**config.mk**
```make
export PLATFORM = sky130hd
export DESIGN_NAME = iwd_decoder
export DESIGN_NICKNAME = d
export VERILOG_FILES = /design/src/verilog/iwd_decoder.v /design/src/verilog/iwd_op_class.v
export VERILOG_INCLUDE_DIRS = /design/src /design/src/verilog
export SDC_FILE = /design/constraint.sdc
export NUM_CORES = 1
export LEC_CHECK = 0
export ABC_AREA = 1
export BUFFER_PORTS_ARGS = -buffer_cell sky130_fd_sc_hd__buf_2
export CORE_MARGIN = 2
export CORE_UTILIZATION = 50
export DETAILED_ROUTE_END_ITERATION = 10
export HOLD_SLACK_MARGIN = 0.12
export PLACE_DENSITY = 0.79
export SYNTH_ARGS = -nofsm -noshare
export SYNTH_HDL_FRONTEND = slang
export SYNTH_SLANG_ARGS = --single-unit
```
**constraint.sdc**
```tcl
create_clock -name clk_in -period 2.4 [get_ports clk_in]
set_clock_uncertainty 0.1 [all_clocks]
set_input_delay 0.48 -clock clk_in [delete_from_list [all_inputs] [get_ports clk_in]]
set_output_delay 0.48 -clock clk_in [all_outputs]
set_load 0.005 [all_outputs]
```
**src/verilog/iwd_defines.vh**
```
/*
 * Decoder constants: word layout, opcodes, fields, classes, cycles, states.
 * Assumes inclusion by bare name from the decoder files only.
 */
`ifndef IWD_DEFINES_VH
`define IWD_DEFINES_VH

// ----------------------------------------------------------------------
// Word layout
// ----------------------------------------------------------------------
`define IWD_WORD_W      24
`define IWD_OP_HI       23
`define IWD_OP_LO       16
`define IWD_ZERO_OP     8'h00

// ----------------------------------------------------------------------
// Opcode map (first word)
// ----------------------------------------------------------------------
`define IWD_OP_IND      8'h01
`define IWD_OP_CALL     8'h02
`define IWD_OP_JUMP     8'h04
`define IWD_OP_RET      8'h06
`define IWD_OP_IRET     8'h07
`define IWD_OP_MOVD     8'h08
`define IWD_OP_MOVL_LO  8'h20
`define IWD_OP_MOVL_HI  8'h2F
`define IWD_OP_CBR_LO   8'h30
`define IWD_OP_CBR_HI   8'h36
`define IWD_OP_BRA      8'h37
`define IWD_OP_AR3_LO   8'h40
`define IWD_OP_AR3_HI   8'h5F
`define IWD_OP_LOG3_LO  8'h60
`define IWD_OP_LOG3_HI  8'h6F
`define IWD_OP_BIT_LO   8'hA0
`define IWD_OP_BIT_HI   8'hA5
`define IWD_OP_SKIP_LO  8'hA6
`define IWD_OP_SKIP_HI  8'hA7
`define IWD_OP_ARL_LO   8'hB0
`define IWD_OP_ARL_HI   8'hB3
`define IWD_OP_FILE_LO  8'hB4
`define IWD_OP_FILE_HI  8'hB7
`define IWD_OP_TBL_LO   8'hBA
`define IWD_OP_TBL_HI   8'hBB

// ----------------------------------------------------------------------
// Operand fields
// ----------------------------------------------------------------------
`define IWD_F_BASE      15:12
`define IWD_F_SMODE     11:10
`define IWD_F_SRC       9:6
`define IWD_F_DMODE     5:4
`define IWD_F_DST       3:0
`define IWD_F_FADDR     12:0
`define IWD_F_FWREG     13
`define IWD_F_BITPOS    15:12
`define IWD_F_BITIND    11
`define IWD_F_BITBASE   10:7
`define IWD_F_LIT5      11:7
`define IWD_F_SAMEDST   6
`define IWD_F_LIT12     15:4
`define IWD_F_LIT16     15:0
`define IWD_F_TMODE     15:14
`define IWD_F_AHI       6:0

// ----------------------------------------------------------------------
// Class vector bits
// ----------------------------------------------------------------------
`define IWD_CLS_W       14
`define IWD_C_NOP       0
`define IWD_C_TWO       1
`define IWD_C_IND       2
`define IWD_C_RET       3
`define IWD_C_BRA       4
`define IWD_C_CBR       5
`define IWD_C_MOVL      6
`define IWD_C_AR3       7
`define IWD_C_LOG3      8
`define IWD_C_ARL       9
`define IWD_C_FILE      10
`define IWD_C_BIT       11
`define IWD_C_SKIP      12
`define IWD_C_TBL       13

// ----------------------------------------------------------------------
// Status flag mask bits {C, DC, N, OV, Z}
// ----------------------------------------------------------------------
`define IWD_FLG_ALL     5'h1F
`define IWD_FLG_NZ      5'h05
`define IWD_FLG_NONE    5'h00

// ----------------------------------------------------------------------
// Cycle counts and states
// ----------------------------------------------------------------------
`define IWD_CYC_1       2'h1
`define IWD_CYC_2       2'h2
`define IWD_CYC_3       2'h3
`define IWD_ST_DEC      3'h1
`define IWD_ST_OPND     3'h2
`define IWD_ST_SQ       3'h4

`endif

```
**src/verilog/iwd_decoder.v**
```verilog
/*
 * Instruction word decoder: fields, two-word joining, extra cycles as no-ops.
 * Assumes fetch offers one word a cycle with its follower and condition.
 */
// Notes on behaviour
// RL1: Single word is 24 bits; leading 8-bit opcode, rest operand fields.
// RL2: Only three instruction types take two words; others take one.
// RL3: Two-word instruction spans 48 bits; second word's upper 8 bits zero.
// RL4: An orphan second word executes as a no-operation.
// RL5: Plain single-word instructions take one cycle.
// RL6: Taken condition or PC change costs two cycles, extra one a no-op.
// RL7: Branches, indirect jumps, table accesses and returns take two or three.
// RL8: Taken skip costs two cycles, or three over a two-word instruction.
// RL9: Every two-word instruction takes exactly two cycles.
// RL10: Three-operand form gives base, modified source and modified destination.
// RL11: File form gives file address and destination file or register zero.
// RL12: Bit form gives register and bit from immediate or base register.
// RL13: Literal move gives immediate and target register to load.
// RL14: Literal arithmetic uses base and immediate; destination only if different.
// RL15: Control form gives program address or table access mode.
// RL16: Working register selectors address sixteen registers, zero to fifteen.
// RL17: Flags updated are carry, digit carry, negative, overflow, sticky zero.
// RL18: A flag after a two-word first word takes the next as operand.
`timescale 1ns/10ps
`default_nettype none
`include "iwd_defines.vh"

module iwd_decoder (
    input  wire                    clk_in,
    input  wire                    nrst_in,
    input  wire [`IWD_WORD_W-1:0]  word_in,
    input  wire                    word_valid_in,
    input  wire [`IWD_WORD_W-1:0]  next_word_in,
    input  wire                    cond_true_in,
    output wire                    word_ready_out,
    output reg                     dec_valid_out,
    output reg                     nop_out,
    output reg  [7:0]              opcode_out,
    output reg  [`IWD_CLS_W-1:0]   class_out,
    output reg                     two_word_out,
    output reg  [1:0]              cycles_out,
    output reg  [4:0]              flag_mask_out,
    output reg  [3:0]              base_reg_sel_out,
    output reg  [3:0]              src_reg_sel_out,
    output reg  [1:0]              src_mode_out,
    output reg  [3:0]              dst_reg_sel_out,
    output reg  [1:0]              dst_mode_out,
    output reg  [12:0]             file_addr_out,
    output reg                     dst_is_work_reg_zero_out,
    output reg  [3:0]              bit_pos_out,
    output reg                     bit_from_reg_out,
    output reg  [15:0]             literal_out,
    output reg  [22:0]             prog_addr_out,
    output reg  [1:0]              table_mode_out,
    output wire                    operand_pending_out
);

    // ------------------------------------------------------------------
    // Classification of current and following word
    // ------------------------------------------------------------------
    wire [`IWD_CLS_W-1:0] cls_w;
    wire [`IWD_CLS_W-1:0] next_cls_w;
    wire [7:0]            op_w;
    wire [15:0]           opnd_w;

    // RL1 opcode split
    assign op_w   = word_in[`IWD_OP_HI:`IWD_OP_LO];
    assign opnd_w = word_in[`IWD_F_LIT16];

    iwd_op_class u_cls_cur (
        .op_in      (op_w),
        .class_out  (cls_w)
    );

    iwd_op_class u_cls_next (
        .op_in      (next_word_in[`IWD_OP_HI:`IWD_OP_LO]),
        .class_out  (next_cls_w)
    );

    // ------------------------------------------------------------------
    // Cycle count of a single-word instruction
    // ------------------------------------------------------------------
    reg [1:0] cyc_d;

    always @* begin
        cyc_d = `IWD_CYC_1;
        if (cls_w[`IWD_C_RET]) begin
            // RL7 returns three
            cyc_d = `IWD_CYC_3;
        end else if (cls_w[`IWD_C_BRA] || cls_w[`IWD_C_IND] || cls_w[`IWD_C_TBL]) begin
            // RL7 fixed two
            cyc_d = `IWD_CYC_2;
        end else if (cls_w[`IWD_C_CBR] && cond_true_in) begin
            // RL6 taken condition
            cyc_d = `IWD_CYC_2;
        end else if (cls_w[`IWD_C_SKIP] && cond_true_in) begin
            // RL8 skip length
            cyc_d = next_cls_w[`IWD_C_TWO] ? `IWD_CYC_3 : `IWD_CYC_2;
        end
    end

    // ------------------------------------------------------------------
    // Status flag mask per class
    // ------------------------------------------------------------------
    reg [4:0] flg_d;

    always @* begin
        flg_d = `IWD_FLG_NONE;
        // RL17 flag groups
        if (cls_w[`IWD_C_AR3] || cls_w[`IWD_C_ARL] || cls_w[`IWD_C_FILE]) begin
            flg_d = `IWD_FLG_ALL;
        end else if (cls_w[`IWD_C_LOG3]) begin
            flg_d = `IWD_FLG_NZ;
        end
    end

    // ------------------------------------------------------------------
    // Sequencer: decode, second-word operand, squash
    // ------------------------------------------------------------------
    localparam [2:0] ST_DEC  = `IWD_ST_DEC;
    localparam [2:0] ST_OPND = `IWD_ST_OPND;
    localparam [2:0] ST_SQ   = `IWD_ST_SQ;

    reg [2:0] state_q;
    reg [1:0] squash_q;

    // Every word is consumed in its cycle; no back-pressure needed
    assign word_ready_out      = 1'b1;
    assign operand_pending_out = state_q[1];

    // State, squash count and outputs
    always @(posedge clk_in) begin
        if (!nrst_in) begin
            state_q          <= ST_DEC;
            squash_q         <= 2'h0;
            dec_valid_out    <= 1'b0;
            nop_out          <= 1'b0;
            opcode_out       <= `IWD_ZERO_OP;
            class_out        <= {`IWD_CLS_W{1'b0}};
            two_word_out     <= 1'b0;
            cycles_out       <= `IWD_CYC_1;
            flag_mask_out    <= `IWD_FLG_NONE;
            base_reg_sel_out <= 4'h0;
            src_reg_sel_out  <= 4'h0;
            src_mode_out     <= 2'h0;
            dst_reg_sel_out  <= 4'h0;
            dst_mode_out     <= 2'h0;
            file_addr_out    <= 13'h0000;
            dst_is_work_reg_zero_out  <= 1'b0;
            bit_pos_out      <= 4'h0;
            bit_from_reg_out <= 1'b0;
            literal_out      <= 16'h0000;
            prog_addr_out    <= 23'h000000;
            table_mode_out   <= 2'h0;
        end else begin
            dec_valid_out <= 1'b0;
            nop_out       <= 1'b0;
            case (state_q)
                ST_DEC: begin
                    if (word_valid_in) begin
                        opcode_out       <= op_w;
                        class_out        <= cls_w;
                        flag_mask_out    <= flg_d;
                        // RL10 RL16 three-operand fields
                        base_reg_sel_out <= word_in[`IWD_F_BASE];
                        src_reg_sel_out  <= word_in[`IWD_F_SRC];
                        src_mode_out     <= word_in[`IWD_F_SMODE];
                        dst_reg_sel_out  <= word_in[`IWD_F_DST];
                        dst_mode_out     <= word_in[`IWD_F_DMODE];
                        // RL11 file operands
                        file_addr_out    <= word_in[`IWD_F_FADDR];
                        dst_is_work_reg_zero_out  <= word_in[`IWD_F_FWREG];
                        // RL15 table access mode
                        table_mode_out   <= word_in[`IWD_F_TMODE];
                        bit_pos_out      <= 4'h0;
                        bit_from_reg_out <= 1'b0;
                        literal_out      <= opnd_w;
                        prog_addr_out    <= {7'h00, opnd_w};
                        if (cls_w[`IWD_C_BIT] || cls_w[`IWD_C_SKIP]) begin
                            // RL12 bit from literal or base
                            bit_from_reg_out <= word_in[`IWD_F_BITIND];
                            bit_pos_out      <= word_in[`IWD_F_BITIND] ? 4'h0
                                                : word_in[`IWD_F_BITPOS];
                            base_reg_sel_out <= word_in[`IWD_F_BITBASE];
                        end
                        if (cls_w[`IWD_C_MOVL]) begin
                            // RL13 literal into target
                            literal_out <= {4'h0, word_in[`IWD_F_LIT12]};
                        end
                        if (cls_w[`IWD_C_ARL]) begin
                            // RL14 destination defaults to base
                            literal_out <= {11'h000, word_in[`IWD_F_LIT5]};
                            if (word_in[`IWD_F_SAMEDST]) begin
                                dst_reg_sel_out <= word_in[`IWD_F_BASE];
                                dst_mode_out    <= 2'h0;
                            end
                        end
                        if (cls_w[`IWD_C_TWO]) begin
                            // RL2 RL18 hold for operand word
                            state_q <= ST_OPND;
                        end else begin
                            // RL4 RL5 single-word issue; a no-op decodes nothing
                            dec_valid_out <= !cls_w[`IWD_C_NOP];
                            nop_out       <= cls_w[`IWD_C_NOP];
                            two_word_out  <= 1'b0;
                            cycles_out    <= cyc_d;
                            if (cyc_d != `IWD_CYC_1) begin
                                // RL6 extra cycles squashed
                                squash_q <= cyc_d - `IWD_CYC_1;
                                state_q  <= ST_SQ;
                            end
                        end
                    end
                end
                ST_OPND: begin
                    if (word_valid_in) begin
                        // RL3 RL9 join 48 bits, two cycles
                        dec_valid_out <= 1'b1;
                        two_word_out  <= 1'b1;
                        cycles_out    <= `IWD_CYC_2;
                        prog_addr_out <= {word_in[`IWD_F_AHI], prog_addr_out[15:0]};
                        literal_out   <= opnd_w;
                        state_q       <= ST_DEC;
                    end
                end
                ST_SQ: begin
                    if (word_valid_in) begin
                        // RL8 skipped words run as no-op
                        nop_out  <= 1'b1;
                        squash_q <= squash_q - 2'h1;
                        if (squash_q == 2'h1) begin
                            state_q <= ST_DEC;
                        end
                    end
                end
                default: begin
                    state_q <= ST_DEC;
                end
            endcase
        end
    end

endmodule // iwd_decoder

`default_nettype wire

```
**src/verilog/iwd_op_class.v**
```verilog
/*
 * Opcode classifier: leading 8-bit field to a one-hot class vector.
 * Assumes the caller registers what it needs.
 */
`timescale 1ns/10ps
`default_nettype none
`include "iwd_defines.vh"

module iwd_op_class (
    input  wire [7:0]              op_in,
    output reg  [`IWD_CLS_W-1:0]   class_out
);

    // Range decode of the opcode into one class
    always @* begin
        class_out = {`IWD_CLS_W{1'b0}};
        if (op_in == `IWD_OP_CALL || op_in == `IWD_OP_JUMP || op_in == `IWD_OP_MOVD) begin
            class_out[`IWD_C_TWO] = 1'b1;
        end else if (op_in == `IWD_OP_IND) begin
            class_out[`IWD_C_IND] = 1'b1;
        end else if (op_in == `IWD_OP_RET || op_in == `IWD_OP_IRET) begin
            class_out[`IWD_C_RET] = 1'b1;
        end else if (op_in == `IWD_OP_BRA) begin
            class_out[`IWD_C_BRA] = 1'b1;
        end else if (op_in >= `IWD_OP_CBR_LO && op_in <= `IWD_OP_CBR_HI) begin
            class_out[`IWD_C_CBR] = 1'b1;
        end else if (op_in >= `IWD_OP_MOVL_LO && op_in <= `IWD_OP_MOVL_HI) begin
            class_out[`IWD_C_MOVL] = 1'b1;
        end else if (op_in >= `IWD_OP_AR3_LO && op_in <= `IWD_OP_AR3_HI) begin
            class_out[`IWD_C_AR3] = 1'b1;
        end else if (op_in >= `IWD_OP_LOG3_LO && op_in <= `IWD_OP_LOG3_HI) begin
            class_out[`IWD_C_LOG3] = 1'b1;
        end else if (op_in >= `IWD_OP_BIT_LO && op_in <= `IWD_OP_BIT_HI) begin
            class_out[`IWD_C_BIT] = 1'b1;
        end else if (op_in >= `IWD_OP_SKIP_LO && op_in <= `IWD_OP_SKIP_HI) begin
            class_out[`IWD_C_SKIP] = 1'b1;
        end else if (op_in >= `IWD_OP_ARL_LO && op_in <= `IWD_OP_ARL_HI) begin
            class_out[`IWD_C_ARL] = 1'b1;
        end else if (op_in >= `IWD_OP_FILE_LO && op_in <= `IWD_OP_FILE_HI) begin
            class_out[`IWD_C_FILE] = 1'b1;
        end else if (op_in >= `IWD_OP_TBL_LO && op_in <= `IWD_OP_TBL_HI) begin
            class_out[`IWD_C_TBL] = 1'b1;
        end else begin
            // Zero opcode and unused codes run as no-operation
            class_out[`IWD_C_NOP] = 1'b1;
        end
    end

endmodule // iwd_op_class

`default_nettype wire

```
# After elaboration in Yosys (flattened, before gate mapping)
# Index checks and enable logic that the tools add are counted.
# W data, S select, Z words.
# word_totals
wordCells	187
register_bits	113
# op_classes
n_mux	92
order_cmp	18
addsub	2
bitwise	1
eq_ne	22
reduce_logical	30
# ops
op	count
$mux W16	4
$mux W23	2
$pmux W23 S2	1
$mux W1	41
$ge A8 B8 Y1 const B	5
$le A8 B8 Y1 const B	5
$eq A8 B3 Y1 const B	4
$mux W2	16
$pmux W16 S2	1
$mux W3	7
$mux W4	5
$eq A8 B2 Y1 const B	2
$eq A8 B4 Y1 const B	2
$ge A8 B6 Y1 const B	2
$ge A8 B7 Y1 const B	2
$le A8 B6 Y1 const B	2
$le A8 B7 Y1 const B	2
$mux W12	1
$ne A2 B2 Y1 const B	6
$logic_and A1 B1 Y1	11
$mux W11	1
$logic_or A1 B1 Y1	10
$mux W10	1
$mux W5	2
other kinds (23)	30

# Longest topological paths before layout
# logic_depth
word_depth	25
depth_mapped	17
ltp_nobuf	17

# By module
# Synthesis repeated with hierarchy kept, for this count alone.
# unflattened
hier_cells	726
area_unflattened_um2	5024.8
# by_module_without_submodules
mod	instances	area_each_um2	cells_each
iwd_decoder	1	4355.4	575
iwd_op_class at u_cls_cur	1	337.8	75
iwd_op_class at u_cls_next	1	331.6	76

# Least setup slack after synthesis
# No wires, ideal clock.
# synth_path
path_type	input port to flip-flop
startpoint	in word_in[22]
endpoint	reg squash_q[1]
path_slack_ns	0.269
t_arrival_ns	1.912
n_path_buf	0
stages	15
cell_sequence	inv_1 -> nand3_4 -> nor2_1 -> nand2_2 -> nor2_1 -> nand3_1 -> nand3_1 -> inv_1 -> ha_1 -> inv_1 -> nor2_1 -> nor2_1 -> nand3_1 -> o21ai_0 -> a21oi_1
# synth_between
elab_chain_len	23
elab_cells_between_ends	73
cone_classes	1 x add/sub; 18 x order compare; 10 x eq/ne; 27 x mux; 17 x reduce/logical
# synth_lines
item	line	source
start, declared	iwd_decoder.v:31	input wire [`IWD_WORD_W-1:0] word_in,
$ge A8 B8 Y1 (no line) / $le A8 B8 Y1 (equally long branches)	n/a	
$logic_and A1 B1 Y1 (no line)	n/a	
$mux W1	iwd_op_class.v:41	end else if (op_in >= `IWD_OP_TBL_LO && op_in <= `IWD_OP_TBL_HI) begin
$mux W1	iwd_op_class.v:39	end else if (op_in >= `IWD_OP_FILE_LO && op_in <= `IWD_OP_FILE_HI) begin
$mux W1	iwd_op_class.v:37	end else if (op_in >= `IWD_OP_ARL_LO && op_in <= `IWD_OP_ARL_HI) begin
$mux W1	iwd_op_class.v:35	end else if (op_in >= `IWD_OP_SKIP_LO && op_in <= `IWD_OP_SKIP_HI) begin
$mux W2	iwd_op_class.v:33	end else if (op_in >= `IWD_OP_BIT_LO && op_in <= `IWD_OP_BIT_HI) begin
$mux W5	iwd_op_class.v:31	end else if (op_in >= `IWD_OP_LOG3_LO && op_in <= `IWD_OP_LOG3_HI) begin
[7 not listed]	n/a	
$logic_or A1 B1 Y1	iwd_decoder.v:90	end else if (cls_w[`IWD_C_BRA] || cls_w[`IWD_C_IND] || cls_w[`IWD_C_TBL]) begin
$mux W2	iwd_decoder.v:90	
$mux W2	iwd_decoder.v:87	if (cls_w[`IWD_C_RET]) begin
$sub A2 B1 Y2 (no line)	n/a	
$mux W2	iwd_decoder.v:207	if (cyc_d != `IWD_CYC_1) begin
$mux W2	iwd_decoder.v:198	if (cls_w[`IWD_C_TWO]) begin
$mux W2	iwd_decoder.v:160	if (word_valid_in) begin
$pmux W2 S2	iwd_decoder.v:158	case (state_q)
end signal, assigned	iwd_decoder.v:209	squash_q <= cyc_d - `IWD_CYC_1;
end signal, assigned	iwd_decoder.v:230	squash_q <= squash_q - 2'h1;
end, declared	iwd_decoder.v:125	reg [1:0] squash_q;
# Parallel ways exist; a longest one is shown, timed or not. The select of a mux whose other input is x is not followed.
# A chain may end at the register's enable or synchronous reset.

# Worst setup path after layout
# layout_path
startpoint	in word_in[18]
endpoint	reg squash_q[0]
# Same word-level chain as after synthesis.

==> results.tsv <==
stage	metric	value	unit
status	status	complete, no violations	
yosys	async_flop_share	0	%
drt	drc_errors	0	
power	p_leak	0.00275	µW
floorplan	initial_utilization	51.7	%
sta	min_period	2.17	ns
power	p_int	3130	µW
yosys	synth_area	4530	µm²
drt	dr_total_vias	4630	
yosys	yosys.area.top_type_share	45.9	%
clocking	cts.sinks	104	
worst_hold_path	min_path_type	primary input to flip-flop	
floorplan	die_x	99.2	µm
power	sw_frac_of_total	34.7	%
drt	drt_iter0_markers	343	
sta	hold_viol	0	
yosys	synth_edf_count	0	
power	power_switching	1660	µW
yosys	synth_area_per_cell	7.37	µm²
floorplan	die_y	99.2	µm
yosys	synthCells	615	
sta	timing.fmax	462	MHz
yosys	synth_warnings	0	
setup_path	end_kind	flip-flop	
drt	routed_wl	12600	µm
yosys	syn_nets	669	
clocking	cts_made_buffers	9	
yosys	synth_area_leaders	dfxtp_1, nand2_1, a21oi_1, o21ai_0, inv_1	
power	p_comb_share	29.3	%
sta	fin_hold_ws	0.300	ns
cells_and_area	diodes	0	
clocking	ctsResizeCount	0	
cells_and_area	area_growth	21.6	%
drt	dr.pass1.iters	5	
cells_and_area	final_common_cell	nand2_1	
yosys	synth_cell_types	38	
power	vdd_drop_max	0.000400	V
clocking	clk_pin_slew_worst_paths	0.11	ns
drt	drtAntennaViolNets	0	
sta	maxSlewViolCount	0	
global_routing	grt_pass1_vias	4083	
drt	viasPerCell	5.36	
setup_path	worstSetupStartpointType	primary input	
floorplan	coreArea	8760	µm²
global_routing	grt_max_degree	74	
global_routing	antenna_found_initial	0	
global_routing	overflow	0	
setup_path	cp.arrival	2.34	ns
power	clockPowerShare	23.3	%
cells_and_area	layout.nets	806	
yosys	yosysTopAreaCell	dfxtp_1	
yosys	ys_ff_latch	104	
yosys	synth_seq_area_share	45.9	%
clocking	cts_setup_buffers	0	
cells_and_area	layout_common_cells	nand2_1, buf_2, dfxtp_1	
floorplan	io_pins	162	
clocking	root_buffer	clkbuf_8	
sta	setup_violations	0	
clocking	clockBufferDepth	2	
placement	finalWeightedCongestion	0.981	
clocking	insertion_delay	0.37	ns
power	sequentialPowerShare	47.4	%
run	drv_cap	0	
cells_and_area	fin_util	62.9	%
sta	fin_crit_sh	90.3	%
setup_path	crit_fanout	4	
cells_and_area	drive_above_1_share	26.2	%
clocking	cts_tree	done	
setup_path	required	2.57	ns
cells_and_area	nFillCells	795	
placement	port_buffers	144	
floorplan	rows	34	
sta	rsz0062_at_grt	no	
drt	wl_per_cell	14.6	µm
yosys	synth_ff_type	dfxtp_1	
power	p_per_area	869	nW/µm²
floorplan	die-area	9850	µm²
clocking	hold_buffers	0	
clocking	cts.htree.levels	3	
setup_path	crit_type	primary input to flip-flop	
global_routing	grt_first_pass_wirelength	20200	µm
placement	post-dp-hpwl	9170	µm
global_routing	grt_use_total	25.1	%
[stage by stage]
stage	std cells	cell area (µm²)	setup TNS (ns)	worst slack (ns)	total power, µW
3_5_place_dp	849	5310	-0.194	-0.0999	3700
2_1_floorplan	615	4530	0	0.269	3150
5_1_grt	864	5510	0	0.0102	5070
3_3_place_gp	849	5310	0	0.0151	3650
4_1_cts	864	5510	0	0.273	4800
6_report	864	5510	0	0.234	4790
[final timing paths]
kind / start / endpoint / slack [ns] / cells after the start
setup / recovery: word_in[18] / squash_q[0] / 0.23 / 17
hold / removal: word_in[0] / prog_addr_out[0] / 0.30 / 3
setup reg to reg: state_q[2] / literal_out[0] / 0.58 / 8
hold reg to reg: file_addr_out[2] / file_addr_out[2] / 0.37 / 2
[logic make-up after synthesis]
kind of cell	after synthesis	synth area share, %
adder cells (fa/ha/maj)	2	0.552
AND/OR/NAND/NOR	239	22.8
XOR/XNOR	1	0.193
AO/OA/AOI/OAI	174	20.5
buffers and inverters	94	9.99
other	1	0.0827
flip-flops	104	45.9
[cell usage after synthesis (6+ instances only)]
| cell type | instances |
|---|---|
| a21oi_1 | 101 |
| a31oi_1 | 7 |
| buf_2 | 10 |
| buf_4 | 10 |
| clkbuf_1 | 9 |
| dfxtp_1 | 104 |
| inv_1 | 52 |
| nand2_1 | 153 |
| nand3_1 | 21 |
| nor2_1 | 41 |
| o2111ai_1 | 6 |
| o21ai_0 | 44 |
| o21ai_1 | 6 |
[flip-flops by register name, summed over array words and instances, names as in the netlist, 3 cells and up]
register and flops:
opcode_out 8, literal_out 16, state_q 3, file_addr_out 9, prog_addr_out 23, base_reg_sel_out 4
dst_reg_sel_out 4, bit_pos_out 4, src_reg_sel_out 3, class_out 14
[power by group through the flow]
stage	logic (µW)	registers [µW]	clock network (µW)
final	1400	2270	1120
after global placement	1360	2290	0
after CTS	1410	2270	1120
after detailed placement	1390	2300	0
after floorplan	828	2320	0
after global routing	1580	2310	1180
[worst max-delay path, stage by stage]
cell     delay (ns)
buf_2          0.10
inv_1          0.06
nor2_1         0.13
nand2_1        0.09
nand2_1        0.11
nand2_2        0.07
nor2_1         0.18
nand3_1        0.10
nand3_1        0.12
inv_1          0.07
ha_1           0.19
inv_1          0.05
nor2_1         0.05
nor2_1         0.10
nand3_1        0.16
a21oi_1        0.17
a21oi_1        0.08
[metal layers]
| layer | GRT usage (%) | share of wire, % |
|---|---|---|
| met5 | 0 | 0 |
| met3 | 3.16 | 7.2 |
| met1 | 35.9 | 44 |
| met4 | 9.48 | 2.6 |
| met2 | 38.8 | 46 |
[cell type report]
cell class	count	area (µm²)	share of cell area (%)
Multi-Input combinational cell	417	2000	36.3
Clock inverter	6	75.1	1.36
Tap cell	108	135	2.45
Sequential cell	104	2080	37.8
Timing Repair Buffer	164	883	16.0
Inverter	56	213	3.86
Clock buffer	9	124	2.25
Power figures use the tool's default switching activity.
